**src/civ_pkg.sv**
```systemverilog
// Purpose: shared constants for the core interrupt vectoring block
// Assumes: APB register map, one aligned 32-bit word per register
// Notes:   offsets are byte addresses

package civ_pkg;

	// ****************************************
	// register offsets
	// ****************************************
	localparam logic [7:0] CIV_OFF_SP_LOW      = 8'h00;
	localparam logic [7:0] CIV_OFF_SP_HIGH     = 8'h04;
	localparam logic [7:0] CIV_OFF_CONTROL     = 8'h08;
	localparam logic [7:0] CIV_OFF_ENABLE      = 8'h0c;
	localparam logic [7:0] CIV_OFF_FLAGS       = 8'h10;
	localparam logic [7:0] CIV_OFF_LEVEL       = 8'h14;
	localparam logic [7:0] CIV_OFF_INT_STATUS  = 8'h18;
	localparam logic [7:0] CIV_OFF_INT_MASK    = 8'h1c;
	localparam logic [7:0] CIV_OFF_LAST_VECTOR = 8'h20;

	// ****************************************
	// field positions
	// ****************************************
	localparam int CIV_CTRL_GIE      = 0;
	localparam int CIV_CTRL_BUSY     = 1;
	localparam int CIV_CTRL_HOLD     = 2;
	localparam int CIV_EV_ENTRY      = 0;
	localparam int CIV_EV_RETURN     = 1;
	localparam int CIV_EV_BAD_ADDR   = 2;
	localparam int CIV_EV_W          = 3;

	// ****************************************
	// reset values and counts
	// ****************************************
	localparam logic [15:0] CIV_TOP_OF_DATA_MEMORY = 16'h025f;
	localparam logic [15:0] CIV_RESET_VECTOR       = 16'h0000;
	localparam logic [15:0] CIV_VECTOR_STRIDE      = 16'h0001;
	localparam logic [15:0] CIV_RETURN_POP         = 16'h0002;
	localparam int          CIV_ENTRY_CYCLES       = 4;
	localparam logic [31:0] CIV_ZERO_WORD          = 32'h0000_0000;

	// ****************************************
	// types
	// ****************************************
	typedef enum logic [2:0] {
		CIV_ALU_ADD,
		CIV_ALU_SUB,
		CIV_ALU_AND,
		CIV_ALU_OR,
		CIV_ALU_XOR,
		CIV_ALU_MOV
	} civ_alu_e;

	typedef enum logic [2:0] {
		CIV_IDLE,
		CIV_ACCEPT,
		CIV_PUSH_LOW,
		CIV_PUSH_HIGH,
		CIV_VECTOR
	} civ_state_e;

endpackage

```
**src/civ_top.sv**
```systemverilog
// Purpose: core-side interrupt and reset vectoring with stack pointer
// Assumes: sequencer and sources run on pclk; APB register access
// Notes:   source 0 is external_request_zero
//
// Function
// (RULE1) core clock is pclk itself, never divided inside.
// (RULE2) one instruction may retire every clock cycle.
// (RULE3) two-operand alu op reads, computes and writes back in one cycle.
// (RULE4) reset and every source own a distinct vector address.
// (RULE5) a source is taken only if its enable and global enable are set.
// (RULE6) reset and interrupt vectors sit at the lowest program addresses.
// (RULE7) among pending requests the lowest vector address is served first.
// (RULE8) reset outranks everything; external_request_zero comes next.
// (RULE9) accepting an interrupt clears the global enable.
// (RULE10) software may set global enable in a handler to allow nesting.
// (RULE11) return_from_handler sets the global enable again.
// (RULE12) taking a flag source vectors and clears that flag in hardware.
// (RULE13) writing one to a flag clears it; writing zero leaves it.
// (RULE14) 16-bit stack pointer in two bytes, reset to top_of_data_memory.
// (RULE15) flags set while disabled stay pending until served or cleared.
// (RULE16) level sources request only while their condition is present.
// (RULE17) after a return one main instruction retires before any service.
// (RULE18) entry takes four cycles, pushing the program counter first.
// (RULE19) simultaneous requests resolve same cycle; only winner acknowledged.
//
// Design decisions made here: the APB slave port and the register addresses.

`timescale 1ns/1ps

module civ_top
	import civ_pkg::*;
#(
	parameter int          NSRC       = 8,
	parameter logic [31:0] LEVEL_MASK = 32'h0000_0000,
	parameter logic [15:0] TOP_OF_MEM = CIV_TOP_OF_DATA_MEMORY
) (
	// clock and reset
	input  wire logic              pclk,
	input  wire logic              presetn,
	// apb slave
	input  wire logic              psel,
	input  wire logic              penable,
	input  wire logic              pwrite,
	input  wire logic [7:0]        paddr,
	input  wire logic [31:0]       pwdata,
	output logic [31:0]            prdata,
	output logic                   pready,
	output logic                   pslverr,
	// interrupt sources
	input  wire logic [NSRC-1:0]   src_req,
	output logic [NSRC-1:0]        src_ack,
	// instruction sequencer
	input  wire logic              instr_done,
	input  wire logic              return_from_handler,
	input  wire logic [15:0]       pc_now,
	output logic                   vector_valid,
	output logic [15:0]            vector_addr,
	// stack write port
	output logic                   push_we,
	output logic [15:0]            push_addr,
	output logic [7:0]             push_data,
	// alu
	input  wire logic              alu_go,
	input  wire logic [2:0]        alu_op,
	input  wire logic [4:0]        alu_dst,
	input  wire logic [7:0]        alu_a,
	input  wire logic [7:0]        alu_b,
	output logic                   alu_valid,
	output logic [4:0]             alu_wb_dst,
	output logic [7:0]             alu_result,
	// interrupt to host
	output logic                   irq
);

	localparam int IW = $clog2(NSRC + 1);

	// ****************************************
	// elaboration check
	// ****************************************
	if (NSRC < 1 || NSRC > 31) begin : g_bad_nsrc
		$error("civ_top: NSRC must lie between 1 and 31");
	end

	// ****************************************
	// functions
	// ****************************************
	function automatic logic [31:0] widen(input logic [NSRC-1:0] v);
		logic [31:0] w;
		w = CIV_ZERO_WORD;
		w[NSRC-1:0] = v;
		return w;
	endfunction

	function automatic logic [15:0] vector_of(input logic [IW-1:0] idx);
		// slot 0 is reset, sources follow upward
		return 16'((16'(idx) + 16'h0001) * CIV_VECTOR_STRIDE);
	endfunction

	function automatic logic [7:0] alu_calc(input logic [2:0] op,
	                                       input logic [7:0] a,
	                                       input logic [7:0] b);
		logic [7:0] r;
		r = 8'h00;
		unique case (op)
			CIV_ALU_ADD: r = 8'(a + b);
			CIV_ALU_SUB: r = 8'(a - b);
			CIV_ALU_AND: r = a & b;
			CIV_ALU_OR:  r = a | b;
			CIV_ALU_XOR: r = a ^ b;
			CIV_ALU_MOV: r = b;
			default:     r = 8'h00;
		endcase
		return r;
	endfunction

	// ****************************************
	// state
	// ****************************************
	civ_state_e        state;
	civ_state_e        next_state;
	logic [15:0]       sp;
	logic              gie;
	logic              hold;
	logic              reset_pending;
	logic [NSRC-1:0]   flags;
	logic [NSRC-1:0]   enable;
	logic [NSRC-1:0]   win_hold;
	logic [IW-1:0]     win_idx;
	logic [15:0]       pc_saved;
	logic [15:0]       last_vector;
	logic [CIV_EV_W-1:0] int_status;
	logic [CIV_EV_W-1:0] int_mask;

	// ****************************************
	// apb decode
	// ****************************************
	wire logic       apb_wr     = psel & penable & pready & pwrite;
	wire logic       apb_setup  = psel & ~penable;
	wire logic       hit_spl    = paddr == CIV_OFF_SP_LOW;
	wire logic       hit_sph    = paddr == CIV_OFF_SP_HIGH;
	wire logic       hit_ctrl   = paddr == CIV_OFF_CONTROL;
	wire logic       hit_en     = paddr == CIV_OFF_ENABLE;
	wire logic       hit_flags  = paddr == CIV_OFF_FLAGS;
	wire logic       hit_level  = paddr == CIV_OFF_LEVEL;
	wire logic       hit_ists   = paddr == CIV_OFF_INT_STATUS;
	wire logic       hit_imask  = paddr == CIV_OFF_INT_MASK;
	wire logic       hit_lvec   = paddr == CIV_OFF_LAST_VECTOR;
	wire logic       hit_any    = hit_spl | hit_sph | hit_ctrl | hit_en | hit_flags |
	                              hit_level | hit_ists | hit_imask | hit_lvec;
	wire logic       bad_access = psel & penable & pready & ~hit_any;

	// ****************************************
	// request gathering and priority
	// ****************************************
	wire logic [NSRC-1:0] level_sel  = LEVEL_MASK[NSRC-1:0];
	wire logic [NSRC-1:0] level_now  = src_req & level_sel;            // [RULE16]
	wire logic [NSRC-1:0] flag_set   = src_req & ~level_sel;
	wire logic [NSRC-1:0] pending    = (flags | level_now) & enable;   // [RULE15]
	wire logic [NSRC-1:0] eligible   = pending & {NSRC{gie}};          // [RULE5]
	wire logic            prio_any;
	wire logic [NSRC-1:0] prio_hot;
	wire logic [IW-1:0]   prio_idx;

	civ_prio #(
		.NSRC (NSRC)
	) u_prio (
		.req    (eligible),
		.any    (prio_any),
		.onehot (prio_hot),
		.index  (prio_idx)
	);

	// retiring instruction is the only legal entry point
	wire logic take = (state == CIV_IDLE) & ~reset_pending & instr_done &
	                  ~hold & prio_any;                                // [RULE17]

	// ****************************************
	// flag update: set beats both clears
	// ****************************************
	wire logic [NSRC-1:0] sw_clear = (apb_wr & hit_flags) ? pwdata[NSRC-1:0] : '0; // [RULE13]
	wire logic [NSRC-1:0] hw_clear = take ? (prio_hot & ~level_sel) : '0;        // [RULE12]
	wire logic [NSRC-1:0] next_flags = (flags & ~sw_clear & ~hw_clear) | flag_set;

	// ****************************************
	// interrupt status
	// ****************************************
	wire logic [CIV_EV_W-1:0] events = {bad_access, return_from_handler, take};
	wire logic [CIV_EV_W-1:0] ist_clr = (apb_wr & hit_ists) ? pwdata[CIV_EV_W-1:0] : '0;
	wire logic [CIV_EV_W-1:0] next_int_status = (int_status & ~ist_clr) | events;

	// ****************************************
	// read mux
	// ****************************************
	wire logic [31:0] ctrl_word = {29'h0000_0000, hold, state != CIV_IDLE, gie};
	wire logic [31:0] rd_word =
		hit_spl   ? {24'h00_0000, sp[7:0]}        :
		hit_sph   ? {24'h00_0000, sp[15:8]}       :
		hit_ctrl  ? ctrl_word                     :
		hit_en    ? widen(enable)                 :
		hit_flags ? widen(flags)                  :
		hit_level ? widen(level_now)              :
		hit_ists  ? {29'h0000_0000, int_status}   :
		hit_imask ? {29'h0000_0000, int_mask}     :
		hit_lvec  ? {16'h0000, last_vector}       : CIV_ZERO_WORD;

	// ****************************************
	// entry sequencer
	// ****************************************
	always_comb begin
		next_state = state;
		unique case (state)
			CIV_IDLE:      if (take) next_state = CIV_ACCEPT;  // [RULE19]
			CIV_ACCEPT:    next_state = CIV_PUSH_LOW;          // [RULE18]
			CIV_PUSH_LOW:  next_state = CIV_PUSH_HIGH;
			CIV_PUSH_HIGH: next_state = CIV_VECTOR;
			CIV_VECTOR:    next_state = CIV_IDLE;
		endcase
	end

	wire logic        pushing   = (state == CIV_PUSH_LOW) | (state == CIV_PUSH_HIGH);
	wire logic        sp_sw_lo  = apb_wr & hit_spl;
	wire logic        sp_sw_hi  = apb_wr & hit_sph;
	// hardware stack motion overrides a software write in the same cycle
	wire logic [15:0] sp_sw     = {sp_sw_hi ? pwdata[7:0] : sp[15:8],
	                               sp_sw_lo ? pwdata[7:0] : sp[7:0]};
	wire logic [15:0] next_sp   = pushing             ? 16'(sp - 16'h0001) :
	                              return_from_handler ? 16'(sp + CIV_RETURN_POP) :
	                              sp_sw;                               // [RULE14]

	// global enable: software write, then entry clear, then return set
	wire logic gie_sw   = (apb_wr & hit_ctrl) ? pwdata[CIV_CTRL_GIE] : gie; // [RULE10]
	wire logic next_gie = return_from_handler ? 1'b1 :                     // [RULE11]
	                      take                ? 1'b0 : gie_sw;            // [RULE9]

	// ****************************************
	// apb and control registers
	// ****************************************
	always_ff @(posedge pclk or negedge presetn) begin
		if (!presetn) begin
			pready  <= 1'b0;
			pslverr <= 1'b0;
			prdata  <= CIV_ZERO_WORD;
		end else begin
			// no wait states: answer is prepared during setup
			pready  <= apb_setup;
			pslverr <= apb_setup & ~hit_any;
			prdata  <= (apb_setup & ~pwrite) ? rd_word : CIV_ZERO_WORD;
		end
	end

	always_ff @(posedge pclk or negedge presetn) begin
		if (!presetn) begin
			enable     <= '0;
			int_mask   <= '0;
			int_status <= '0;
			irq        <= 1'b0;
		end else begin
			if (apb_wr & hit_en)
				enable <= pwdata[NSRC-1:0];
			if (apb_wr & hit_imask)
				int_mask <= pwdata[CIV_EV_W-1:0];
			int_status <= next_int_status;
			irq        <= |(next_int_status & int_mask);
		end
	end

	// ****************************************
	// core state, all on the undivided clock
	// ****************************************
	always_ff @(posedge pclk or negedge presetn) begin // [RULE1]
		if (!presetn) begin
			state         <= CIV_IDLE;
			sp            <= TOP_OF_MEM;                 // [RULE14]
			gie           <= 1'b0;
			hold          <= 1'b0;
			reset_pending <= 1'b1;
			flags         <= '0;
		end else begin
			state <= next_state;
			sp    <= next_sp;
			gie   <= next_gie;
			flags <= next_flags;
			if (return_from_handler)
				hold <= 1'b1;
			else if (instr_done)
				hold <= 1'b0;                        // [RULE17]
			if (state == CIV_IDLE)
				reset_pending <= 1'b0;
		end
	end

	// ****************************************
	// winner capture and outputs to sequencer
	// ****************************************
	always_ff @(posedge pclk or negedge presetn) begin
		if (!presetn) begin
			win_hold     <= '0;
			win_idx      <= '0;
			pc_saved     <= 16'h0000;
			src_ack      <= '0;
			last_vector  <= CIV_RESET_VECTOR;
			vector_valid <= 1'b0;
			vector_addr  <= CIV_RESET_VECTOR;
		end else begin
			src_ack      <= take ? prio_hot : '0;         // [RULE19]
			vector_valid <= 1'b0;
			if (take) begin
				win_hold <= prio_hot;
				win_idx  <= prio_idx;                     // [RULE7]
				pc_saved <= pc_now;
			end
			if (state == CIV_IDLE && reset_pending) begin
				vector_valid <= 1'b1;                     // [RULE8]
				vector_addr  <= CIV_RESET_VECTOR;         // [RULE6]
			end else if (state == CIV_VECTOR) begin
				vector_valid <= 1'b1;
				vector_addr  <= vector_of(win_idx);       // [RULE4]
				last_vector  <= vector_of(win_idx);
			end
		end
	end

	// ****************************************
	// stack push port
	// ****************************************
	always_ff @(posedge pclk or negedge presetn) begin
		if (!presetn) begin
			push_we   <= 1'b0;
			push_addr <= 16'h0000;
			push_data <= 8'h00;
		end else begin
			push_we   <= pushing;                         // [RULE18]
			push_addr <= sp;
			push_data <= (state == CIV_PUSH_LOW) ? pc_saved[7:0] : pc_saved[15:8];
		end
	end

	// ****************************************
	// single-cycle alu with write-back index
	// ****************************************
	always_ff @(posedge pclk or negedge presetn) begin
		if (!presetn) begin
			alu_valid  <= 1'b0;
			alu_wb_dst <= 5'h00;
			alu_result <= 8'h00;
		end else begin
			// a new op is accepted every edge, overlapping the next fetch
			alu_valid  <= alu_go;                         // [RULE2]
			alu_wb_dst <= alu_dst;
			alu_result <= alu_calc(alu_op, alu_a, alu_b); // [RULE3]
		end
	end

endmodule

```
**src/civ_prio.sv**
```systemverilog
// Purpose: fixed-priority picker, lowest index wins
// Assumes: requests already gated by enables
// Notes:   purely combinational

`timescale 1ns/1ps

module civ_prio #(
	parameter int NSRC = 8
) (
	// requests
	input  wire logic [NSRC-1:0]         req,
	// winner
	output logic                         any,
	output logic [NSRC-1:0]              onehot,
	output logic [$clog2(NSRC+1)-1:0]    index
);

	// ****************************************
	// scan from high to low so the lowest index is left standing
	// ****************************************
	always_comb begin
		any    = 1'b0;
		onehot = '0;
		index  = '0;
		for (int i = NSRC - 1; i >= 0; i--) begin
			if (req[i]) begin
				any    = 1'b1;
				onehot = '0;
				onehot[i] = 1'b1;
				index  = i[$clog2(NSRC+1)-1:0];
			end
		end
	end

endmodule

```
**config.mk**
```make
export PLATFORM = sky130hd
export DESIGN_NAME = civ_top
export DESIGN_NICKNAME = d
export VERILOG_FILES = /design/src/civ_pkg.sv /design/src/civ_top.sv /design/src/civ_prio.sv
export SDC_FILE = /design/constraint.sdc
export NUM_CORES = 1
export LEC_CHECK = 0
export ABC_CLOCK_PERIOD_IN_PS = 3710
export BUFFER_PORTS_ARGS = -buffer_cell sky130_fd_sc_hd__clkbuf_2
export CORE_MARGIN = 2
export CORE_UTILIZATION = 54
export CTS_CLUSTER_DIAMETER = 80
export DETAILED_ROUTE_END_ITERATION = 8
export PLACE_DENSITY = 0.81
export SLEW_MARGIN = 20
export SYNTH_ARGS = -nofsm -noshare
export SYNTH_HDL_FRONTEND = slang
export SYNTH_HIERARCHICAL = 1
export SYNTH_SLANG_ARGS = --single-unit
```
**constraint.sdc**
```tcl
create_clock -name pclk -period 3.71 [get_ports pclk]
set_clock_uncertainty 0.2 [all_clocks]
set_input_delay 0.371 -clock pclk [delete_from_list [all_inputs] [get_ports pclk]]
set_output_delay 0.371 -clock pclk [all_outputs]
set_load 0.005 [all_outputs]
```
# == Yosys cells after proc, flatten, opt, wreduce, memory -nomap -nowiden ==
# Index checks and enable logic that the tools add are counted.
# totals
regBits,163
input_bits,96
output_inout_bits,99
word_cells,162
# op_classes
addsub,5
eq_ne,18
n_mux,54
n_bitwise,47
reduce_logical,12
# op_table
operator,count
$mux W16,14
$mux W8,13
$pmux W8 S6,1
$and A8 B8 Y8,5
$eq A8 B5 Y1 const B,4
$mux W3,10
$and A1 B1 Y1,18
$add A16 B2 Y16 const B,1
$eq A8 B4 Y1 const B,2
$not A8 Y8,2
$or A8 B8 Y8,2
$sub A16 B1 Y16 const B,1
$mux W1,15
$pmux W3 S5,1
$eq A3 B2 Y1 const B,4
$reduce_bool A3 Y1,4
$eq A3 B3 Y1 const B,3
$or A1 B1 Y1,9
$add A8 B8 Y8,1
$eq A8 B3 Y1 const B,1
$eq A8 B6 Y1 const B,1
$logic_not A8 Y1,1
$sub A8 B8 Y8,1
$xor A8 B8 Y8,1
12 further kinds,21

# == Depth between registers and ports, before layout ==
# depth
ltp_word,15
ltp_mapped,12

# == Hierarchy ==
# The synthesis kept the hierarchy.
# by_module_without_submodules
mod,instances,cells_each,area_each_um2,seq_area_each_um2
civ_top,1,722,7214.4,3338.2
civ_prio,1,24,170.2,0.0

# == Worst setup path after synthesis ==
# OpenSTA, ideal clock, no wires.
# synth_path
kind,input to register
from,in alu_op[1]
to,reg alu_result[7]
setup_time_ns,0.120
arrival_ns,2.489
required_ns,3.390
setup_slack_ns,0.901
cell_stages,11
n_path_buf,1
path_cell_list,clkbuf_1 > nor2_1 > nand2_1 > o21ai_0 > inv_1 > ha_1 > nor2b_1 > o2111ai_1 > and3b_1 > or3_1 > a31o_2
# synth_via
elab_chain_cells,2
elab_cells_between_ends,7
classes_between,eq/ne: 5; mux: 1; reduce/logical: 1
# synth_lines
item,line_no,text
from (decl),civ_top.sv:64,"input wire logic [2:0] alu_op,"
"$eq A3 B3 Y1, or another cell as far along",civ_top.sv:104,unique case (op)
$pmux W8 S6 (*),civ_top.sv:104,
to (signal assigned),civ_top.sv:350,"alu_result <= alu_calc(alu_op, alu_a, alu_b);"
to (decl),civ_top.sv:70,"output logic [7:0] alu_result,"
# Mark *: on every way between the ends. The rest lies on a longest branch, timed or not.
# A chain may end at the register's enable or synchronous reset.

# == Worst setup path after layout ==
# layout_path
from,reg gie
to,reg pc_saved[13]
# layout_via
elab_cells_between_ends,10
classes_between,mux: 8; bitwise: 2
# layout_lines
item,line_no,text
from (decl),civ_top.sv:122,logic gie;
from (signal assigned),civ_top.sv:281,gie <= next_gie;
$and A8 B8 Y8,civ_top.sv:159,wire logic [NSRC-1:0] eligible = pending & {NSRC{gie}};
named net eligible[0],civ_top.sv:159,
$mux W1,civ_prio.sv:26,if (req[i]) begin
named net prio_any,civ_top.sv:160,wire logic prio_any;
$and A1 B1 Y1,civ_top.sv:175,~hold & prio_any;
to (signal assigned),civ_top.sv:310,pc_saved <= pc_now;
to (decl),civ_top.sv:129,logic [15:0] pc_saved;
# The timed path passes the listed nets, and every way through them passes these cells.

==> impl_results.md <==
* GR Overflow Total at 0
* Worst Hold Class: primary input to flip-flop
* Synth Instances at 746
* Min Tclk post-route at 3.03 ns
* Vias per inst at 5.69
* CP Max Fanout at 16
* Area of the multi-input gates at 3630 um^2
* CTS tree: built
* Critical path class: flip-flop to flip-flop
* Outcome: finished, final reports clean
* Reg clk slew, reported paths at ~0.060 ns
* Inst Count DP at 1,031
* Post-Syn Area at roughly 7400 um^2
* Crit-path max cell delay at ~0.64 ns
* PwrDens at 551 nW/um^2
* Final period utilization at 81.6%
* # resized after CTS at 0
* Crit path DAT at 3.14 ns
* RePlAce Congestion at 0.923
* Root buffer cell: clkbuf_16
* TNS Setup at 0 ns
* Fin nets at just over 1k
* Asr flop ratio synth at 100%
* Via count at 6,228
* Met3 routed WL at 1520 um
* First-pass GRT wire length at 29,900 um
* PortBufs at roughly 140
* Fill cell count at 1,055
* Reg area at approximately 3300 um^2
* Die width at 121 um
* Leakage power at 4.37 nW
* Final wirelength at about 19,000 um
* CTS Buf Count at 17
* Top cell type's share of synthesized area at 42.4%
* Routed wire per std cell at 17.0 um
* Non-Filler Instances at 1,094
* Yosys warnings at 6
* Hold_ws at roughly 0.048 ns
* Fmax at between 300 and 400 MHz
* Worst Hold Depth at 2
* Main flop type after synthesis: dfrtp_1
* Slowest-stage cell, CP: or4b_2
* Vias in the first global route at approximately 6.0k
* Pins Over Slew Limit at 0
* Area leader, netlist: dfrtp_1
* Unrepaired setup endpoints after global routing: false
* Seq cells post-synth at 133
* Clk_lat worst skew at ~0.43 ns
* Core area at 13,300 um^2
* Largest net degree at the start of global routing at 95
* HPWL after DPL at around 13,000 um
* DIE AREA at 14,600 um^2
* Initial antenna violation count at 0
* 1st-iter DRT viols at 538
* M1 WL at 7580 um
* Slew @ Worst Pin at 0.840 ns
* Crit path launch type: flip-flop
* Antenna fix cells at 0
* Share of layout cells above drive strength 1 at 27.2%
* Sink Count at 133
* Die height at 121 um
* Area Growth Syn to Fin at 21.0%
* Top cells by count, synth: dfrtp_1 (125), nand2_1 (60), nor2_1 (53)
* EDFF count, synth at 0
* Depth of the CTS H-tree at 4
* ANT nets after route at 0
* Synth area leaders: dfrtp_1 (42%), mux2_2 (6.3%), ha_1 (4.9%), buf_4 (3.8%), nand2_1 (3.0%)
* Post-synthesis sequential area ratio at 45.2%
* Initial Util at 55.5%
* Drt drc at 0
* Drt first pass iters at 5
* Highest routed layer: met4
* GRT Total Usage at between 20% and 30%
* Max_cap viols at 0
* Worst Path Required at 3.82 ns
* Maximum clock insertion buffer count at 2
* Syn avg cell area at 9.90 um^2
* Fin. Hold Viols at 0
* Most frequent cell after synthesis: dfrtp_1
* Endpoints failing setup at 0
* Endpoint type of the worst setup path: flip-flop
* I/O pins at 195
* Rows at 42
* Distinct cells, synth at 77
* Worst rel slew slack at 43.9%
* WL met2 at between 9000 and 10,000 um
* Crit-path cells: and3_1 > nor4_4 > nand3_1 > or4b_2 > nor4_2 > buf_4 > mux2_2
* Reg2reg path depth at 7
* Maximum vdd drop at 400 uV
## registers in the layout (all words and copies together) (netlist names), 3 cells and up
| register | count |
|---|---|
| last_vector | 5 |
| alu_result | 8 |
| prdata | 8 |
| int_mask | 3 |
| flags | 8 |
| pc_saved | 16 |
| int_status | 3 |
| src_ack | 8 |
| push_addr | 16 |
| push_data | 8 |
| win_idx | 4 |
| vector_addr | 5 |
| enable | 8 |
| state | 3 |
| alu_wb_dst | 5 |
| sp | 16 |
## through the flow
stage / area, um^2 / setup slack [ns] / total power, mW / utilization [%]
2_1_floorplan: 7510 / 0.901 / 2.87 / -
3_3_place_gp: 8080 / 0.627 / 3.30 / 60.8
3_5_place_dp: 8080 / 0.568 / 3.34 / 60.8
4_1_cts: 8940 / 0.701 / 4.94 / 67.2
5_1_grt: 8940 / 0.565 / 5.22 / 67.2
6_report: 8940 / 0.682 / 4.93 / 67.2
## worst paths after layout
path / endpoint / from / slack, ns
worst max-delay path: pc_saved[13] / gie / 0.68
worst min-delay path: enable[5] / pwdata[5] / 0.05
worst max register to register: pc_saved[13] / gie / 0.68
worst min register to register: push_addr[0] / sp[0] / 0.24
max in group asynchronous: reset_pending / presetn / 2.06
min in group asynchronous: src_ack[5] / presetn / 0.39
## layout by cell type (no fill, tap or decap), types with 5 or more instances in the layout
cell type,Yosys,layout
clkbuf_2,0,134
inv_1,40,40
nand4_1,5,5
a22oi_1,8,8
nor2b_1,13,13
o21ai_0,45,45
nor3b_1,5,5
nand3_1,13,13
xor2_1,6,6
nand2b_1,8,8
buf_4,37,8
a31oi_1,5,5
and3_1,12,12
dfrtp_1,125,125
a31o_2,8,8
conb_1,2,36
nand2_1,60,60
mux2_2,41,41
a21o_1,10,10
mux2i_1,10,10
nor4_1,10,9
clkbuf_16,0,17
nor3_1,19,19
a21oi_1,31,31
ha_1,29,29
dfstp_2,8,8
nor2_1,53,53
o22ai_1,5,5
a221oi_1,8,8
inv_6,0,5
xnor2_1,15,15
or3_1,7,7
dlygate4sd3_1,0,31
## per-layer routing
| layer | vias up | track usage [%] |
|---|---|---|
| met5 | - | 0 |
| met4 | 0 | 10.8 |
| met3 | 51 | 5.87 |
| met2 | 307 | 43.0 |
| met1 | 2965 | 34.2 |
| li1 | 2905 | - |
## critical path: cells and delay by family (launching register included)
family	cells	cell delay, ns
flops	1	0.52
buf+inv	1	0.30
simple gates	5	1.50
mux	1	0.37
## timing repair
item                      4_1_cts  5_1_grt
setup buffers                   0        0
hold buffers                   31        0
hold endpoints to repair      118        0
## power by group
group / total [mW] / switching [mW] / internal (mW)
Sequential: 2.07 / 0.333 / 1.73
Combinational: 1.31 / 0.744 / 0.565
Clock: 1.55 / 0.685 / 0.866
Total: 4.93 / 1.76 / 3.16
## final cells by class
type / instances / area share (%)
flip-flops and latches: 133 / 37.4
multi-input cells: 539 / 40.6
repair buffers: 174 / 11.8
well taps: 176 / 2.46
inverters: 40 / 1.68
clock inverters: 15 / 1.34
clock buffers: 17 / 4.76
## cells by family (layout without fill, tap and decap cells)
family / Yosys count / in the layout / synth area share [%]
compound gates: 170 / 170 / 15.5
xor+xnor: 21 / 21 / 2.49
fa+ha+maj: 30 / 30 / 5.18
buf+inv: 108 / 246 / 7.45
flops: 133 / 133 / 45.2
mux: 52 / 52 / 7.91
other cells: 2 / 36 / 0.102
simple gates: 230 / 230 / 16.2
Note: power is estimated with default switching activity, not from simulation.
